==> src/uss_pkg.sv <==
/*
 * constants of the synchronous slave serial port: register offsets,
 * bit positions, reset values and character lengths.
 * assumes nothing of its surroundings.
 */
package uss_pkg;
   // ***********************************
   // register offsets on the plain port
   // ***********************************
   localparam int unsigned AW = 3;
   localparam logic [2:0] OFS_RX_STAT = 3'h0;
   localparam logic [2:0] OFS_TX_STAT = 3'h1;
   localparam logic [2:0] OFS_BAUD    = 3'h2;
   localparam logic [2:0] OFS_TX_DATA = 3'h3;
   localparam logic [2:0] OFS_RX_DATA = 3'h4;
   localparam logic [2:0] OFS_INT_EN  = 3'h5;
   localparam logic [2:0] OFS_INT_FLG = 3'h6;
   localparam logic [2:0] OFS_ALT_PIN = 3'h7;
   // receive_status_control bits
   localparam int unsigned B_PORT_EN   = 7;
   localparam int unsigned B_RX_NINE   = 6;
   localparam int unsigned B_SINGLE_RX = 5;
   localparam int unsigned B_CONT_RX   = 4;
   localparam int unsigned B_ADEN      = 3;
   localparam int unsigned B_OVERRUN   = 1;
   localparam int unsigned B_RX_BIT9   = 0;
   // transmit_status_control bits
   localparam int unsigned B_CLK_MST     = 7;
   localparam int unsigned B_TX_NINE     = 6;
   localparam int unsigned B_TX_EN       = 5;
   localparam int unsigned B_SYNC        = 4;
   localparam int unsigned B_SNDB        = 3;
   localparam int unsigned B_BRGH        = 2;
   localparam int unsigned B_SHIFT_EMPTY = 1;
   localparam int unsigned B_TX_BIT9     = 0;
   // baud_control bits
   localparam int unsigned B_RIDL   = 6;
   localparam int unsigned B_CK_POL = 4;
   localparam int unsigned B_B16    = 3;
   localparam int unsigned B_WUE    = 1;
   localparam int unsigned B_ABD    = 0;
   // interrupt enable / flag bits, alternate pin bits
   localparam int unsigned B_PERIPH_IE = 6;
   localparam int unsigned B_RCI       = 5;
   localparam int unsigned B_TXI       = 4;
   localparam int unsigned B_ADT       = 7;
   localparam int unsigned B_ACK       = 2;
   // reset values and character lengths
   localparam logic [7:0] REG_RST  = 8'h00;
   localparam logic [3:0] LEN_8    = 4'h8;
   localparam logic [3:0] LEN_9    = 4'h9;
   localparam logic [1:0] FIFO_DEP = 2'h2;
endpackage

==> src/uss_sync_slave.sv <==
/*
 * synchronous slave serial port: register file, pin synchronisers,
 * receive shifter with two-entry receive buffer, transmit shifter
 * with one-entry transmit buffer, and wake request.
 * assumes a software register port on mclk and an external master
 * that drives the shift clock far slower than mclk.
 */
// Design decisions made here: the strobed register port and the address map.
`timescale 1ns/100ps

// Summary of operation
// - slave reception works like master reception except sleep and enables
// - reception needs continuous receive enable set; clearing it idles the receiver
// - single receive enable is ignored in slave mode
// - with continuous enable set before sleep, characters arrive on external clock
// - a complete shifted word moves into the receive data buffer
// - with receive interrupt enable, a received word wakes the processor
// - receive complete flag sets at end of character; interrupt needs enable
// - in 9-bit mode read the ninth bit before the low byte
// - overrun clears only by clearing continuous enable or port enable
// - only synchronous slave mode keeps working during sleep
// - transmit and receive shifters move only on external clock edges
// - reading receive data unloads characters and clears the complete flag
// - a fully clocked-in word during sleep sets the complete flag
// - after wake the processor continues; interrupts vector if enabled
// - writing transmit data fills shifter and buffer, clears ready flag
// - in slave transmit, clock edges drive bits onto the data pin
// - when shifter empties, the buffered byte moves in and ready sets
// - then the buffer takes a new character, clearing ready again
// - clock and data pins can move to alternate locations
// - receive buffer holds two; a third sets overrun and blocks reception
// - continuous receive enable clear means transmit, else receive
module uss_sync_slave
   import uss_pkg::*;
(
   // clock and reset
   input  wire logic          mclk,
   input  wire logic          rst,
   // register port
   input  wire logic [AW-1:0] reg_addr,
   input  wire logic [7:0]    reg_wdata,
   input  wire logic          reg_wr,
   input  wire logic          reg_rd,
   output logic      [7:0]    reg_rdata,
   // pins, two locations each
   input  wire logic [1:0]    ck_pin_in,
   input  wire logic [1:0]    dt_pin_in,
   output logic      [1:0]    dt_pin_out,
   output logic      [1:0]    dt_pin_oe,
   // status towards the processor
   output logic               receive_complete_flag,
   output logic               transmit_ready_flag,
   output logic               wake_req
);

   // ***********************************
   // declarations
   // ***********************************
   logic       port_en_q, rx_nine_q, single_rx_q, cont_rx_q, aden_q;
   logic       clk_mst_q, tx_nine_q, tx_en_q, sync_q, sndb_q, brgh_q, tx_bit9_q;
   logic       ck_pol_q, b16_q, wue_q, abd_q;
   logic       periph_ie_q, rx_ie_q, tx_ie_q, alt_dt_q, alt_ck_q;
   logic [3:0] sync1_q, sync2_q;
   logic       ck_prev_q;
   logic       ck_s, dt_s, ck_rise, ck_fall, edge_s;
   logic       slave_on, rx_mode, tx_mode;
   logic [8:0] rx_shift_q;
   logic [3:0] rx_cnt_q;
   logic [8:0] rx_shift_d;
   logic [3:0] rx_len, tx_len;
   logic       rx_done;
   logic [8:0] rx_word;
   logic [8:0] fifo_q [0:1];
   logic       wptr_q, rptr_q;
   logic [1:0] fcnt_q;
   logic       push, pop, ovr_set;
   logic       overrun_q;
   logic [8:0] txbuf_q, tx_shift_q;
   logic       buf_full_q, tx_shift_full_q;
   logic [3:0] tx_cnt_q;
   logic       wr_tx, tx_last;
   logic [8:0] tx_word;
   logic [7:0] rdata_q;
   logic       wake_q;

   // ***********************************
   // pin synchronisers and edge finding
   // ***********************************
   // two flops for every pin; the pins belong to the master's clock
   always_ff @(posedge mclk) begin
      if (rst) begin
         sync1_q <= 4'h0;
         sync2_q <= 4'h0;
      end else begin
         sync1_q <= {dt_pin_in, ck_pin_in};
         sync2_q <= sync1_q;
      end
   end

   // location select after the synchroniser, never on the first flop
   assign ck_s = alt_ck_q ? sync2_q[1] : sync2_q[0];
   assign dt_s = alt_dt_q ? sync2_q[3] : sync2_q[2];

   // previous clock level for edge detection
   always_ff @(posedge mclk) begin
      if (rst) begin
         ck_prev_q <= 1'b0;
      end else begin
         ck_prev_q <= ck_s;
      end
   end

   assign ck_rise = ck_s & ~ck_prev_q;
   assign ck_fall = ~ck_s & ck_prev_q;
   // every shift step happens only on a master clock edge
   assign edge_s  = ck_pol_q ? ck_fall : ck_rise;

   // ***********************************
   // mode decoding
   // ***********************************
   // only external-clock slave mode shifts; it needs no system timing,
   // so it keeps running while the processor sleeps
   assign slave_on = port_en_q & sync_q & ~clk_mst_q;
   // single receive enable plays no part here
   assign rx_mode  = slave_on & cont_rx_q;
   assign tx_mode  = slave_on & ~cont_rx_q & tx_en_q;
   assign rx_len   = rx_nine_q ? LEN_9 : LEN_8;
   assign tx_len   = tx_nine_q ? LEN_9 : LEN_8;

   // ***********************************
   // register writes
   // ***********************************
   // control bits; every software write except transmit data lives here
   always_ff @(posedge mclk) begin
      if (rst) begin
         {port_en_q, rx_nine_q, single_rx_q, cont_rx_q, aden_q} <= 5'h00;
         {clk_mst_q, tx_nine_q, tx_en_q, sync_q} <= 4'h0;
         {sndb_q, brgh_q, tx_bit9_q} <= 3'h0;
         {ck_pol_q, b16_q, wue_q, abd_q} <= 4'h0;
         {periph_ie_q, rx_ie_q, tx_ie_q} <= 3'h0;
         {alt_dt_q, alt_ck_q} <= 2'h0;
      end else if (reg_wr) begin
         case (reg_addr)
            OFS_RX_STAT: begin
               port_en_q   <= reg_wdata[B_PORT_EN];
               rx_nine_q   <= reg_wdata[B_RX_NINE];
               single_rx_q <= reg_wdata[B_SINGLE_RX];
               cont_rx_q   <= reg_wdata[B_CONT_RX];
               aden_q <= reg_wdata[B_ADEN];
            end
            OFS_TX_STAT: begin
               clk_mst_q <= reg_wdata[B_CLK_MST];
               tx_nine_q <= reg_wdata[B_TX_NINE];
               tx_en_q   <= reg_wdata[B_TX_EN];
               sync_q <= reg_wdata[B_SYNC];
               sndb_q <= reg_wdata[B_SNDB];
               brgh_q <= reg_wdata[B_BRGH];
               tx_bit9_q <= reg_wdata[B_TX_BIT9];
            end
            OFS_BAUD: begin
               ck_pol_q <= reg_wdata[B_CK_POL];
               b16_q  <= reg_wdata[B_B16];
               wue_q  <= reg_wdata[B_WUE];
               abd_q  <= reg_wdata[B_ABD];
            end
            OFS_INT_EN: begin
               periph_ie_q <= reg_wdata[B_PERIPH_IE];
               rx_ie_q     <= reg_wdata[B_RCI];
               tx_ie_q     <= reg_wdata[B_TXI];
            end
            OFS_ALT_PIN: begin
               alt_dt_q <= reg_wdata[B_ADT];
               alt_ck_q <= reg_wdata[B_ACK];
            end
            default: begin
               port_en_q <= port_en_q;
            end
         endcase
      end
   end

   // ***********************************
   // receive shifter
   // ***********************************
   // lsb first: bits enter at the top and walk down
   assign rx_shift_d = {dt_s, rx_shift_q[8:1]};
   assign rx_done    = edge_s & rx_mode & ~overrun_q
                    & (rx_cnt_q == rx_len - 4'h1);
   // an 8-bit word ends up in the upper eight places
   assign rx_word = rx_nine_q ? rx_shift_d : {1'b0, rx_shift_d[8:1]};

   // bit counter restarts whenever reception is off or overrun blocks it
   always_ff @(posedge mclk) begin
      if (rst) begin
         rx_shift_q <= 9'h000;
         rx_cnt_q   <= 4'h0;
      end else if (!rx_mode || overrun_q) begin
         rx_cnt_q <= 4'h0;
      end else if (edge_s) begin
         rx_shift_q <= rx_shift_d;
         rx_cnt_q <= rx_done ? 4'h0 : rx_cnt_q + 4'h1;
      end
   end

   // ***********************************
   // receive buffer, two characters
   // ***********************************
   assign pop     = reg_rd & (reg_addr == OFS_RX_DATA) & (fcnt_q != 2'h0);
   assign push    = rx_done & (fcnt_q != FIFO_DEP);
   assign ovr_set = rx_done & (fcnt_q == FIFO_DEP);

   // storage; a full buffer keeps its data when a third word completes
   always_ff @(posedge mclk) begin
      if (rst) begin
         fifo_q[0] <= 9'h000;
         fifo_q[1] <= 9'h000;
      end else if (push) begin
         fifo_q[wptr_q] <= rx_word;
      end
   end

   // pointers and fill count; port enable clear empties the buffer
   always_ff @(posedge mclk) begin
      if (rst || !port_en_q) begin
         wptr_q <= 1'b0;
         rptr_q <= 1'b0;
         fcnt_q <= 2'h0;
      end else begin
         if (push) begin
            wptr_q <= ~wptr_q;
         end
         if (pop) begin
            rptr_q <= ~rptr_q;
         end
         case ({push, pop})
            2'b10:   fcnt_q <= fcnt_q + 2'h1;
            2'b01:   fcnt_q <= fcnt_q - 2'h1;
            default: fcnt_q <= fcnt_q;
         endcase
      end
   end

   // overrun flag; only the two enables clear it, reads do not
   always_ff @(posedge mclk) begin
      if (rst) begin
         overrun_q <= 1'b0;
      end else if (ovr_set) begin
         overrun_q <= 1'b1;
      end else if (!cont_rx_q || !port_en_q) begin
         overrun_q <= 1'b0;
      end
   end

   // flag follows the buffer, so a word landing as the last one is
   // read still leaves the flag set
   assign receive_complete_flag = (fcnt_q != 2'h0);

   // ***********************************
   // transmit buffer and shifter
   // ***********************************
   assign wr_tx   = reg_wr & (reg_addr == OFS_TX_DATA);
   assign tx_word = {tx_bit9_q, reg_wdata};
   assign tx_last = edge_s & tx_mode & tx_shift_full_q
                    & (tx_cnt_q == tx_len - 4'h1);

   // the shifter refills from the buffer when its last bit has gone;
   // a write lands in the shifter if it is free, else in the buffer
   always_ff @(posedge mclk) begin
      if (rst || !port_en_q) begin
         txbuf_q         <= 9'h000;
         tx_shift_q      <= 9'h000;
         buf_full_q      <= 1'b0;
         tx_shift_full_q <= 1'b0;
         tx_cnt_q        <= 4'h0;
      end else if (!tx_shift_full_q || tx_last) begin
         tx_cnt_q <= 4'h0;
         if (buf_full_q) begin
            tx_shift_q      <= txbuf_q;
            tx_shift_full_q <= 1'b1;
            buf_full_q      <= wr_tx;
            if (wr_tx) begin
               txbuf_q <= tx_word;
            end
         end else if (wr_tx) begin
            tx_shift_q      <= tx_word;
            tx_shift_full_q <= 1'b1;
         end else begin
            tx_shift_full_q <= 1'b0;
         end
      end else begin
         if (edge_s && tx_mode) begin
            tx_shift_q <= {1'b0, tx_shift_q[8:1]};
            tx_cnt_q <= tx_cnt_q + 4'h1;
         end
         if (wr_tx) begin
            txbuf_q    <= tx_word;
            buf_full_q <= 1'b1;
         end
      end
   end

   // ready means the buffer can take a character
   assign transmit_ready_flag = ~buf_full_q;

   // ***********************************
   // data pin drive, per location
   // ***********************************
   genvar gi;
   generate
      for (gi = 0; gi < 2; gi++) begin : g_loc
         // the unselected location is never driven
         assign dt_pin_out[gi] = tx_shift_q[0];
         assign dt_pin_oe[gi]  = tx_mode & (alt_dt_q == gi[0]);
      end
   endgenerate

   // ***********************************
   // wake request
   // ***********************************
   // the processor vectors on its own; this only wakes it
   always_ff @(posedge mclk) begin
      if (rst) begin
         wake_q <= 1'b0;
      end else begin
         wake_q <= (receive_complete_flag & rx_ie_q)
                 | (transmit_ready_flag & tx_ie_q & periph_ie_q);
      end
   end

   assign wake_req = wake_q;

   // ***********************************
   // register reads
   // ***********************************
   // ninth bit shows the head entry so it can be read before the byte
   always_ff @(posedge mclk) begin
      if (rst) begin
         rdata_q <= REG_RST;
      end else if (reg_rd) begin
         rdata_q <= REG_RST;
         case (reg_addr)
            OFS_RX_STAT: begin
               rdata_q[B_PORT_EN]   <= port_en_q;
               rdata_q[B_RX_NINE]   <= rx_nine_q;
               rdata_q[B_SINGLE_RX] <= single_rx_q;
               rdata_q[B_CONT_RX]   <= cont_rx_q;
               rdata_q[B_ADEN]      <= aden_q;
               rdata_q[B_OVERRUN]   <= overrun_q;
               rdata_q[B_RX_BIT9]   <= fifo_q[rptr_q][8];
            end
            OFS_TX_STAT: begin
               rdata_q[B_CLK_MST] <= clk_mst_q;
               rdata_q[B_TX_NINE] <= tx_nine_q;
               rdata_q[B_TX_EN]   <= tx_en_q;
               rdata_q[B_SYNC] <= sync_q;
               rdata_q[B_SNDB] <= sndb_q;
               rdata_q[B_BRGH] <= brgh_q;
               rdata_q[B_SHIFT_EMPTY] <= ~tx_shift_full_q;
               rdata_q[B_TX_BIT9]     <= tx_bit9_q;
            end
            OFS_BAUD: begin
               rdata_q[B_RIDL] <= (rx_cnt_q == 4'h0);
               rdata_q[B_CK_POL] <= ck_pol_q;
               rdata_q[B_B16]  <= b16_q;
               rdata_q[B_WUE]  <= wue_q;
               rdata_q[B_ABD]  <= abd_q;
            end
            OFS_RX_DATA: begin
               rdata_q <= fifo_q[rptr_q][7:0];
            end
            OFS_INT_EN: begin
               rdata_q[B_PERIPH_IE] <= periph_ie_q;
               rdata_q[B_RCI]       <= rx_ie_q;
               rdata_q[B_TXI]       <= tx_ie_q;
            end
            OFS_INT_FLG: begin
               rdata_q[B_RCI] <= receive_complete_flag;
               rdata_q[B_TXI] <= transmit_ready_flag;
            end
            OFS_ALT_PIN: begin
               rdata_q[B_ADT] <= alt_dt_q;
               rdata_q[B_ACK] <= alt_ck_q;
            end
            default: begin
               rdata_q <= REG_RST;
            end
         endcase
      end
   end

   assign reg_rdata = rdata_q;

endmodule // uss_sync_slave

==> config.mk <==
export PLATFORM = sky130hd
export DESIGN_NAME = uss_sync_slave
export DESIGN_NICKNAME = d
export VERILOG_FILES = /design/src/uss_pkg.sv /design/src/uss_sync_slave.sv
export SDC_FILE = /design/constraint.sdc
export NUM_CORES = 1
export LEC_CHECK = 0
export ABC_CLOCK_PERIOD_IN_PS = 6500
export BUFFER_PORTS_ARGS = -buffer_cell sky130_fd_sc_hd__buf_2
export CORE_ASPECT_RATIO = 0.7
export CORE_UTILIZATION = 56
export DETAILED_ROUTE_END_ITERATION = 16
export PLACE_DENSITY = 0.75
export SLEW_MARGIN = 20
export SYNTH_ARGS = -nofsm -noshare
export SYNTH_HDL_FRONTEND = slang
export SYNTH_SLANG_ARGS = --single-unit
==> constraint.sdc <==
create_clock -name mclk -period 6.5 [get_ports mclk]
set_input_delay 1.3 -clock mclk [delete_from_list [all_inputs] [get_ports mclk]]
set_output_delay 1.3 -clock mclk [all_outputs]
set_load 0.005 [all_outputs]
Yosys cells after proc, flatten, opt, wreduce, memory -nomap -nowiden
Memories as Yosys holds them, arrays and structs flattened. A register that Yosys moved wholly into a read port is not among the register bits.
Cells that the tools add are included.
Storage, ports and cells
  register bits: 81
  latch bits: 0
  memory bits (writable): 18
  ROM bits: 0
  input bits: 19
  output and inout port bits: 15
  memories: 1
Operators by class
  $add $sub $neg: 6
  multipliers: 0
  divide/modulo/power cells: 0
  order comparisons: 0
  equal/unequal tests: 15
  shifts and indexed selects: 0
  mux-type cells: 39
  bitwise operators: 35
  reduce and logical (&&, ||, !) cells: 26
Memory list
  fifo_q: depth 2, bits a word 9, read ports 1, clocked after Yosys merged registers in 1, wr ports 2, line uss_sync_slave.sv:73  | logic [8:0] fifo_q [0:1];
Operator list (count)
  9-bit two-way mux: 9
  1-bit bitwise AND: 23
  1-bit two-way mux: 21
  2-bit AND reduction: 7
  3-bit == test (second input constant): 4
  1-bit inverter: 11
  1-bit case mux with 5 select lines: 2
  2-bit nonzero test: 5
  9-bit OR reduction: 1
  4-bit by 1-bit adder with 4-bit output (second input constant): 2
  4-bit == test: 2
  1-bit case mux with 4 select lines: 2
  2-bit case mux with 4 select lines: 1
  4-bit by 1-bit subtractor with 4-bit output (second input constant): 2
  3-bit by 2-bit == test with 1-bit output (second input constant): 2
  1-bit case mux with 6 select lines: 1
  2-bit == test (second input constant): 2
  1-bit logical NOT: 4
  4-bit logical NOT: 1
  1-bit logical OR: 4
  4-bit two-way mux: 1
  2-bit != test (second input constant): 2
  2-bit case mux with 2 select lines: 1
  2-bit OR reduction: 2
  9 further kinds: 9

Logic depth before layout (Yosys ltp)
Gate-level depths: netlist (run 1).
  depth in word-level cells: 13
  depth in mapped cells: 9

Least setup slack after synthesis (run 1)
Ideal clock, no wire load.
  kind: in2reg
  from: input reg_addr[0]
  to: register fcnt_q[1]
  library setup time: 0.071 ns
  arrival: 2.955 ns
  setup slack: 3.474 ns
  stages: 8
  buffers on the path: 2
  cells stage by stage: clkbuf_1 > buf_1 > nor2_1 > nand2_1 > nor2_1 > ha_1 > or3_1 > a21oi_1
Between the ends
  word-level cells in the longest chain between the ends: 5
  elaborated cells between the ends (all ways): 7
  classes of those cells: eq/ne (3); mux (1); bitwise (2); reduce/logical (1)
Ends and longest elaborated chain
  from (decl): line uss_sync_slave.sv:40  | input wire logic [AW-1:0] reg_addr,
  3-bit == test *: line uss_sync_slave.sv:208  | assign pop = reg_rd & (reg_addr == OFS_RX_DATA) & (fcnt_q != 2'h0);
  1-bit bitwise AND * (2 in series): line uss_sync_slave.sv:208
  via pop: line uss_sync_slave.sv:76  | logic push, pop, ovr_set;
  2-bit by 1-bit == test with 1-bit output / 2-bit == test (equally long branches): line uss_sync_slave.sv:235  | case ({push, pop})
  2-bit case mux with 2 select lines / 2-bit nonzero test (equally long branches)
  to (signal assigned): line uss_sync_slave.sv:236  | 2'b10: fcnt_q <= fcnt_q + 2'h1;
  to (signal assigned): line uss_sync_slave.sv:237  | 2'b01: fcnt_q <= fcnt_q - 2'h1;
  to (signal assigned): line uss_sync_slave.sv:238  | default: fcnt_q <= fcnt_q;
  to (decl): line uss_sync_slave.sv:75  | logic [1:0] fcnt_q;
The timed path passes the listed nets; every way through them passes the cells marked *.
A chain may end at the register's enable or synchronous reset.

==> run metrics, run 1 <==
outcome completed; Ys Warns 0; layout cells sized above 1 0.126; PnR worst setup slack 3.22 ns; top sig layer met4; Pleak 1.69 nW; WHS Endpoint sync2_q[1]; gr ovfl total 0; Synth top area share 0.357; worst vdd ir 238 uV; TritonCTS clock tree done; drt drc 0; Slew @ Worst Pin 1.05 ns; power share of the combinational group 0.048; final hold vios 0; syn nets 511; Clock Latency Late Sink 0.35 ns; RSZ-0062 raised after global routing false; DRT iter0 DRCs 386; Fill cells 637; syn_area_per_cell 9.31 sq um; Core Box Area 7870 sq um; CTS HTree Levels 3; clock buffer depth 2; Placed Instance Area 4720 sq um; Initial DRT Pass Iterations 4; n_diodes 0; reg-to-reg slack, setup 3.22 ns; share of flip-flops with an asynchronous set or reset 0; die area 8480 sq um; number of CTS-inserted buffers 9; FF+latch count, synth 99; Routed met3 length 783 um; CTS Sinks 99; CP Data Required Time 6.48 ns; minimum clock period 3.28 ns; total setup buffers inserted after CTS 0; CTS hold repair buffers 0; largest area contributor in the netlist dfxtp_1; Worst setup EP type flip-flop; Net Sw Frac 0.222; Placer Congestion 0.782; hold_sp sync1_q[1]; Top Ports 34; worst setup path class flip-flop to flip-flop; Rows 27; r2r startpoint alt_ck_q; drt wl/cell 17.2 um; Critical Path AT 3.26 ns; P_sw 0.000285 W; Total GRT Usage 0.263; Hold Slack 0.444 ns; first-pass GRT wire length 16.6 mm; Reg power frac 0.501; Max Fclk 305 MHz; Startpoint Class flip-flop; Worst Hold Depth 1; max-cap viol count 0; Die Ht 77.4 um; Int Pwr 0.000999 W; relative slew slack 0.279; vias per cell 6.02; die boundary width 110 um; setup TNS 0 ns; final instance area 5040 sq um; Pwr Density 255 nW/um^2; largest net degree at the start of global routing 49; r2r worst-path depth 5; vias in the first global route 3,234; cell count after synthesis 488; Root Buffer clkbuf_16; RR Endpoint fifo_q[0][7]; pre-CTS worst setup slack 2.94 ns; initial antenna violation count 0; top cells by area, synth dfxtp_1 (36%), edfxtp_1 (12%), mux2i_1 (11%); Met1 Wirelength 5.20 mm; Top FF cell, synth dfxtp_1; Worst-path clk slew 0.07 ns; Tcrit/Tclk final 0.505; worst hold path class flip-flop to flip-flop; final setup violation count 0; post-synthesis sequential area ratio 0.476; Distinct cells, synth 49; synthesized area 4540 sq um; Post-synth EDFFs 18; DRT Wirelength 10.4 mm; WL met2 4.30 mm; Routed Antenna Nets 0; Max Slew Vio Count 0; Final nets 525; layout overhead on the synthesized area 11.0%; Total Power 0.00128 W; hpwl dp 7.24 mm; vias 3,663; starting utilization of the core area 0.577; top fanout value on the critical path 15; Clock Power Share 0.451; skew final 0.0108 ns; # port buffers 33; post-CTS sizing 0
worst max-delay path by stage:
stage | to | startpoint | slack [ns] | cells past startpoint
after global placement | fifo_q[0][0] | alt_ck_q | 3.11 | 5
after floorplan | fcnt_q[1] | reg_addr[0] | 3.47 | 8
after CTS | fifo_q[1][2] | alt_ck_q | 2.96 | 5
after global routing | fifo_q[1][7] | alt_ck_q | 3.06 | 5
after detailed placement | fifo_q[1][0] | alt_ck_q | 2.94 | 5
final | fifo_q[0][7] | alt_ck_q | 3.22 | 5
worst max-delay path: stages (launching register included):
cell and delay, ns:
dfxtp_1 0.41, mux2i_1 0.37, mux2i_1 0.91, and4_1 0.43
inv_1 0.11, o21ai_1 0.67
flip-flops by register name, summed over array words and instances, names as in the netlist, 2 cells and up, named ones only:
register and count:
tx_cnt_q 4, reg_rdata 8, rx_cnt_q 4, tx_shift_q 9
rx_shift_q 8, txbuf_q 9, fifo_q 18, sync2_q 4
sync1_q 4, fcnt_q 2
metrics by stage:
| stage | utilization | instances |
|---|---|---|
| 2_1_floorplan | - | 488 |
| 3_3_place_gp | 0.599 | 592 |
| 3_5_place_dp | 0.599 | 592 |
| 4_1_cts | 0.641 | 608 |
| 5_1_grt | 0.641 | 608 |
| 6_report | 0.641 | 608 |
placed cells by master, fill, tap and decap left out, types with 14 or more instances in the layout:
cell      netlist  routed
nand2_1        29      29
nand3_1        26      26
nor2_1         68      68
dfxtp_1        81      81
edfxtp_1       18      18
or3_1          14      14
o21ai_0        20      18
a21oi_1        30      30
mux2i_1        51      51
buf_2           4      33
cell usage after synthesis, types with 5 or more instances:
master / n
o21ai_0: 20
xnor2_1: 5
clkbuf_1: 23
nand2b_1: 5
a32oi_1: 7
edfxtp_1: 18
nor3_1: 5
nor2b_1: 11
or3_1: 14
nand3_1: 26
mux2i_1: 51
o211ai_1: 11
a31oi_1: 7
nor2_1: 68
dfxtp_1: 81
a21oi_1: 30
inv_1: 10
nand2_1: 29
cell families after synthesis:
| logic type | count (synthesis) | share of synthesized area |
|---|---|---|
| and+or+nand+nor | 178 | 0.189 |
| AOI/OAI and AO/OA | 99 | 0.139 |
| DFF | 99 | 0.476 |
| muxes | 57 | 0.131 |
| buffers and inverters | 43 | 0.0383 |
| xor gates and xnor gates | 8 | 0.0154 |
| adders and majority gates | 4 | 0.0110 |
power groups by stage:
stage               sequential [W]  combinational, W  clock [W]
detailed placement        0.000657         0.0000612          0
finish                    0.000643         0.0000622   0.000579
global route              0.000645         0.0000673   0.000609
CTS                       0.000643         0.0000615   0.000584
global placement          0.000657         0.0000602          0
floorplan                 0.000655         0.0000413          0
final cells by class:
cell class / count / area (sq um) / share of cell area
timing repair buffer: 35 / 180 / 0.0357
clock inverter: 7 / 100 / 0.0199
sequential: 99 / 2160 / 0.429
multi-input combinational: 346 / 2210 / 0.438
tap: 101 / 126 / 0.0251
inverter: 11 / 41.3 / 0.00819
clock buffer: 9 / 225 / 0.0447
layer usage:
metal | up-vias | global-route usage
met1 | 1723 | 0.397
li1 | 1789 | -
met3 | 16 | 0.0697
met5 | - | 0
met4 | 0 | 0.0867
met2 | 135 | 0.360
No activity file was read; power rests on OpenSTA's default activity.
==> run 2, diff against run 1 <==
--- a/config.mk
+++ b/config.mk
@@ -5,7 +5,7 @@
 export SDC_FILE = /design/constraint.sdc
 export NUM_CORES = 1
 export LEC_CHECK = 0
-export ABC_CLOCK_PERIOD_IN_PS = 6500
+export ABC_CLOCK_PERIOD_IN_PS = 3400
 export BUFFER_PORTS_ARGS = -buffer_cell sky130_fd_sc_hd__buf_2
 export CORE_ASPECT_RATIO = 0.7
 export CORE_UTILIZATION = 56
==> constraint.sdc (replaced) <==
create_clock -name mclk -period 3.4 [get_ports mclk]
set_input_delay 0.68 -clock mclk [delete_from_list [all_inputs] [get_ports mclk]]
set_output_delay 0.68 -clock mclk [all_outputs]
set_load 0.005 [all_outputs]
==> run 2 against run 1 <==
Net effect: core utilization grew 0.17 points; worst setup slack got worse by 2.4 ns; die area unchanged; sequential power up 91%; via count grew 1.7%; clock-buffer cell count up 1; routed wire length increased by 4.6%; highest routed layer unchanged.
==> run metrics, run 2 (same netlist as run 1, synthesis figures left out) <==
die boundary width 110 um (unchanged); WL met2 4.81 mm (+12%); layout overhead on the synthesized area 11.3%; most frequent cells in the layout dfxtp_1 (81), nor2_1 (68), mux2i_1 (51); biggest regs fifo_q: 18 flops, tx_shift_q: 9 flops, txbuf_q: 9 flops; cell family with most CP delay simple AND/OR/NAND/NOR gates; worst vdd ir 395 uV (+66%); Startpoint Class flip-flop; Slew @ Worst Pin 0.939 ns (-0.111 ns); Max Fclk 392 MHz (+29%); # placed instances 598 (+1.0%); Post-Layout Cell Count 614 (+0.99%); worst setup path class flip-flop to flip-flop; CTS Sinks 99 (unchanged); Tcrit/Tclk final 0.751 (+0.246); post-CTS sizing 0 (unchanged); vias per cell 6.07 (+0.73%); hpwl dp 7.45 mm (+2.8%); Die Ht 77.4 um (unchanged); largest reg by FF count fifo_q; RSZ-0062 raised after global routing false; final hold vios 0 (unchanged); top fanout value on the critical path 10 (-5); clock buffer depth 2 (unchanged); TritonCTS clock tree done; largest net degree at the start of global routing 48 (-2.0%); CTS HTree Levels 3 (unchanged); Pwr Density 470 nW/um^2 (+85%); die area 8480 sq um (unchanged); number of CTS-inserted buffers 9 (unchanged); vias in the first global route 3,477 (+7.5%); Initial DRT Pass Iterations 4 (unchanged); Worst-path clk slew 0.07 ns (about the same); CP Data Required Time 3.66 ns (-2.82 ns); Int Pwr 0.00184 W (+84%); Routed met3 length 759 um (-3.1%); max-cap viol count 0 (unchanged); CTS hold repair buffers 0 (unchanged); Net Sw Frac 0.228 (+0.00628); Placer Congestion 0.815 (+4.3%); DRT iter0 DRCs 371 (-3.9%); Total GRT Usage 0.279 (+0.0159); outcome completed; Buffers & Inverters on Critical Path 1 (unchanged); n_diodes 0 (unchanged); layout cells sized above 1 0.135 (+0.00827); max reg flops 18 (unchanged); skew final 0.0109 ns (+0.0000496 ns); Root Buffer clkbuf_16; initial antenna violation count 0 (unchanged); DRT Wirelength 10.9 mm (+4.6%); first-pass GRT wire length 17.6 mm (+6.0%); final setup violation count 0 (unchanged); vias 3,726 (+1.7%); Routed Antenna Nets 0 (unchanged); Worst setup EP type flip-flop; Top Ports 34 (unchanged); Critical Path AT 2.81 ns (-0.45 ns); Met1 Wirelength 5.25 mm (+0.83%); P_sw 0.000542 W (+90%); Clock Latency Late Sink 0.35 ns (about the same); slowest CP cell nor3_2; power share of the combinational group 0.052 (+0.004); drt drc 0 (unchanged); relative slew slack 0.372 (+0.0928); Rows 27 (unchanged); Final nets 531 (+1.1%); worst hold path class flip-flop to flip-flop; # port buffers 33 (unchanged); gr ovfl total 0 (unchanged); Clock Power Share 0.431 (-0.020); top sig layer met4; drt wl/cell 17.8 um (+3.6%); starting utilization of the core area 0.577 (unchanged); Reg power frac 0.517 (+0.016); commonest non-fill, non-tap cell in the layout dfxtp_1; total setup buffers inserted after CTS 0 (unchanged); Max stage delay on crit path 0.52 ns (-0.39 ns); Max Slew Vio Count 0 (unchanged); Core Box Area 7870 sq um (unchanged); CP cell instances nand2_1 > nor3_2 > and4_1 > inv_1 > ha_1 > or3_1 > a21oi_1; Pleak 1.70 nW (+1.0%); setup TNS 0 ns (unchanged); minimum clock period 2.55 ns (-0.731 ns); Fill cells 671 (+5.3%)
run 2: changes by cell type in the layout (fill, tap and decap cells not counted):
cell        before  now
inv_6            2    1
o21ai_0         18   20
clkbuf_1         0    1
clkinvlp_2       1    0
clkinv_2         0    2
o21ai_1          2    0
buf_4            2    8
clkinvlp_4       0    1
clkinv_4         2    1
bufinv_16        2    1
run 2: area by class of cell:
class	instances	area, sq um	area share
inverters	11	41.3	0.00817
well taps	101	126	0.0250
flip-flops and latches	99	2160	0.428
repair buffers	41	225	0.0445
clock buffers	10	229	0.0453
multi-input cells	346	2210	0.437
clock inverters	6	65.1	0.0129
run 2: power by group through the flow:
stage / logic, W / clock network [W] / registers, W
4_1_cts: 0.000123 / 0.00104 / 0.00123
2_1_floorplan: 0.0000790 / 0 / 0.00125
3_5_place_dp: 0.000121 / 0 / 0.00126
6_report: 0.000124 / 0.00102 / 0.00123
3_3_place_gp: 0.000119 / 0 / 0.00125
5_1_grt: 0.000135 / 0.00109 / 0.00123
run 2: path summary, 6_finish.rpt:
check,start,to,slack (ns),cells after the start
min,sync1_q[1],sync2_q[1],0.44,1
max,port_en_q,fcnt_q[1],0.85,7
max reg2reg,port_en_q,fcnt_q[1],0.85,7
min reg2reg,sync1_q[1],sync2_q[1],0.44,1
run 2: through the flow:
stage          hold WS [ns]  total power, W  instance area [sq um]   util  setup WS (ns)
5_1_grt               0.464         0.00245                   5060  0.642          0.629
6_report              0.437         0.00238                   5060  0.642          0.847
3_3_place_gp          0.417         0.00137                   4760  0.605          0.906
2_1_floorplan         0.414         0.00133                   4540      -          0.817
3_5_place_dp          0.429         0.00138                   4760  0.605          0.863
4_1_cts               0.443         0.00239                   5060  0.642          0.887
run 2: layer usage:
metal | track usage | vias to the layer above
li1 | - | 1791
met1 | 0.399 | 1792
met2 | 0.407 | 135
met3 | 0.0882 | 8
met4 | 0.0733 | 0
met5 | 0 | -
==> run 3, diff against run 2 <==
--- a/config.mk
+++ b/config.mk
@@ -5,7 +5,8 @@
 export SDC_FILE = /design/constraint.sdc
 export NUM_CORES = 1
 export LEC_CHECK = 0
-export ABC_CLOCK_PERIOD_IN_PS = 3400
+export ABC_AREA = 1
+export ABC_CLOCK_PERIOD_IN_PS = 2650
 export BUFFER_PORTS_ARGS = -buffer_cell sky130_fd_sc_hd__buf_2
 export CORE_ASPECT_RATIO = 0.7
 export CORE_UTILIZATION = 56
==> constraint.sdc (replaced) <==
create_clock -name mclk -period 2.65 [get_ports mclk]
set_input_delay 0.53 -clock mclk [delete_from_list [all_inputs] [get_ports mclk]]
set_output_delay 0.53 -clock mclk [all_outputs]
set_load 0.005 [all_outputs]
==> run 3 against run 2 <==
Net effect: clock-buffer cell count shrank 1; worst setup slack lost 0.50 ns; synthesized cell count grew 26%; highest routed layer unchanged; cell count grew 23%; critical endpoint unchanged; largest power group unchanged; non-clock buffer count grew 2; largest cell class is now registers; sequential power grew 28%; global-route usage shrank 1.3 points.
==> run metrics, run 3 <==
drt wl/cell 14.4 um (-19%); count leader, synth nand2_1; adder-cell area share of the yosys netlist 0.0108 (-0.000249); Post-Synth XOR/XNOR Area 0.00565 (-0.00977); final hold vios 0 (unchanged); top cells by area, synth dfxtp_1 (35%), edfxtp_1 (12%), nand2_1 (9.5%); worst hold path class primary input to flip-flop; most frequent cells in the layout nand2_1 (118), nor2_1 (81), dfxtp_1 (81); post-synthesis simple-gate area fraction 0.266 (+0.0767); Met1 Wirelength 5.30 mm (+1.1%); die boundary width 111 um (+1.1%); commonest non-fill, non-tap cell in the layout nand2_1; reg-to-reg slack, setup 0.35 ns (-0.50 ns); Root Buffer clkbuf_16; DRT iter0 DRCs 384 (+3.5%); DRT Wirelength 10.9 mm (-0.34%); FF+latch count, synth 99 (unchanged); starting utilization of the core area 0.586 (+0.00833); TritonCTS clock tree done; syn_area_per_cell 7.53 sq um (-19%); Max stage delay on crit path 0.42 ns (-0.10 ns); Pwr Density 578 nW/um^2 (+23%); Synth top area share 0.349 (-0.00807); share of flip-flops with an asynchronous set or reset 0 (unchanged); Clock Power Share 0.414 (-0.017); compound-gate portion of the synthesized area 0.157 (+0.0173); # port buffers 33 (unchanged); Placer Congestion 0.937 (+15%); Worst-path clk slew 0.07 ns (about the same); syn nets 640 (+25%); post-synthesis sequential area ratio 0.465 (-0.0108); Worst setup EP type flip-flop; worst setup path class flip-flop to flip-flop; total setup buffers inserted after CTS 0 (unchanged); P_sw 0.000728 W (+34%); Final nets 672 (+27%); outcome completed; number of CTS-inserted buffers 9 (unchanged); Post-synth EDFFs 18 (unchanged); largest net degree at the start of global routing 21 (-56%); Hold Slack 0.379 ns (-0.0586 ns); CP cell instances nand3_2 > nor2_1 > nand2_1 > nor2_4 > nand2_2 > nor2_8 > inv_1 > ha_1 > inv_1 > nand2_1 > nor2_1 > o21ai_0 > a21oi_1; power share of the combinational group 0.058 (+0.006); Total GRT Usage 0.267 (-0.0128); Int Pwr 0.00227 W (+24%); initial antenna violation count 0 (unchanged); CTS HTree Levels 3 (unchanged); layout cells sized above 1 0.147 (+0.0123); top sig layer met4; hpwl dp 8.13 mm (+9.3%); synthesized area 4650 sq um (+2.3%); Critical Path AT 2.60 ns (-0.21 ns); Die Ht 78.2 um (+1.1%); RR Endpoint fcnt_q[1]; minimum clock period 2.30 ns (-0.250 ns); layout overhead on the synthesized area 11.6%; Routed Antenna Nets 0 (unchanged); Top FF cell, synth dfxtp_1; Net Sw Frac 0.243 (+0.0148); Ys Warns 0 (unchanged); Distinct cells, synth 38 (-22%); Worst Hold Depth 3 (+2); Rows 27 (unchanged); Pleak 2.08 nW (+22%); Core Box Area 7940 sq um (+0.86%); largest area contributor in the netlist dfxtp_1; Reg power frac 0.528 (+0.011); drt drc 0 (unchanged); Clock Latency Late Sink 0.36 ns (about the same); Routed met3 length 1.06 mm (+40%); skew final 0.0102 ns (-0.000712 ns); vias 4,123 (+11%); synth cell count leaders nand2_1 (118), dfxtp_1 (81), nor2_1 (81); relative slew slack 0.581 (+0.209); setup TNS 0 ns (unchanged); Initial DRT Pass Iterations 5 (+1); vias in the first global route 3,630 (+4.4%); r2r startpoint port_en_q; largest reg by FF count fifo_q; final setup violation count 0 (unchanged); Max Slew Vio Count 0 (unchanged); Startpoint Class flip-flop; first-pass GRT wire length 17.9 mm (+1.2%); hold_sp dt_pin_in[1]; n_diodes 0 (unchanged); max-cap viol count 0 (unchanged); top fanout value on the critical path 16 (+6); cell count after synthesis 617 (+26%); WHS Endpoint sync1_q[3]; clock buffer depth 2 (unchanged); Top Ports 34 (unchanged); die area 8670 sq um (+2.3%); largest family of logic cells by synthesized area simple AND/OR/NAND/NOR gates; post-CTS sizing 0 (unchanged); gr ovfl total 0 (unchanged); RSZ-0062 raised after global routing false; vias per cell 5.46 (-10%); Max Fclk 434 MHz (+11%); Fill cells 682 (+1.6%); worst vdd ir 452 uV (+14%); max reg flops 18 (unchanged); biggest regs fifo_q: 18 flops, tx_shift_q: 9 flops, txbuf_q: 9 flops; r2r worst-path depth 13 (+6); CTS Sinks 99 (unchanged); CP Data Required Time 2.94 ns (-0.72 ns); Slew @ Worst Pin 0.625 ns (-0.314 ns); slowest CP cell dfxtp_1; mux share of post-synthesis cell area 0.00700 (-0.124); Tcrit/Tclk final 0.869 (+0.118); CTS hold repair buffers 0 (unchanged); WL met2 4.39 mm (-8.8%)
-- run 3: cell types whose count changed after synthesis, sizes merged, moves of 14 or more --
cell	before	now
or3	14	0
nand2	29	126
nand3	26	50
mux2i	51	1
o21ai	20	66
nor2	68	85
a21oi	30	60
inv	10	80
-- run 3: cell families after synthesis --
kind of cell | after synthesis
XOR/XNOR | 3
AO/OA/AOI/OAI | 133
multiplexers | 3
buffers and inverters | 102
AND/OR/NAND/NOR | 273
flip-flops | 99
adder cells (fa/ha/maj) | 4
-- run 3: power groups by stage --
stage	sequential, W	combinational [W]	clock (W)
after floorplan	0.00161	0.000108	0
after global placement	0.00161	0.000167	0
after detailed placement	0.00162	0.000169	0
after CTS	0.00158	0.000170	0.00126
after global routing	0.00158	0.000193	0.00131
final	0.00158	0.000173	0.00124
-- run 3: layout make-up --
cell class                      count  area (sq um)  area share
Multi-Input combinational cell    416          2070       0.400
Tap cell                          101           126      0.0244
Clock buffer                        9           225      0.0434
Sequential cell                    99          2160       0.417
Clock inverter                      7          58.8      0.0113
Timing Repair Buffer               43           240      0.0463
Inverter                           80           300      0.0579
-- run 3: worst max-delay path by stage --
| stage | startpoint | to | depth (start not counted) |
|---|---|---|---|
| finish | port_en_q | fcnt_q[1] | 13 |
| global route | port_en_q | fcnt_q[1] | 13 |
| CTS | ck_pol_q | fcnt_q[1] | 13 |
| detailed placement | port_en_q | fcnt_q[1] | 13 |
| global placement | port_en_q | fcnt_q[1] | 13 |
| floorplan | ck_pol_q | fifo_q[1][0] | 8 |
-- run 3: through the flow --
stage	area (sq um)	instances	utilization	power (W)	setup WS (ns)
after floorplan	4650	617	-	0.00172	0.634
after global placement	4900	739	0.618	0.00178	0.470
after detailed placement	4900	739	0.618	0.00179	0.393
after CTS	5190	755	0.653	0.00301	0.351
after global routing	5190	755	0.653	0.00308	0.0440
final	5190	755	0.653	0.00300	0.346
-- run 3: layer usage --
layer / track usage / vias up
met2: 0.378 / 191
met4: 0.0693 / 0
met3: 0.0865 / 15
li1: - / 2059
met1: 0.388 / 1858
met5: 0 / -
-- run 3: critical path, delay by kind of cell (launching register included) --
family | cells | cell delay [ns]
and+or+nand+nor | 8 | 1.14
DFF | 1 | 0.42
adders and majority gates | 1 | 0.29
AOI/OAI and AO/OA | 2 | 0.23
buffers and inverters | 2 | 0.17
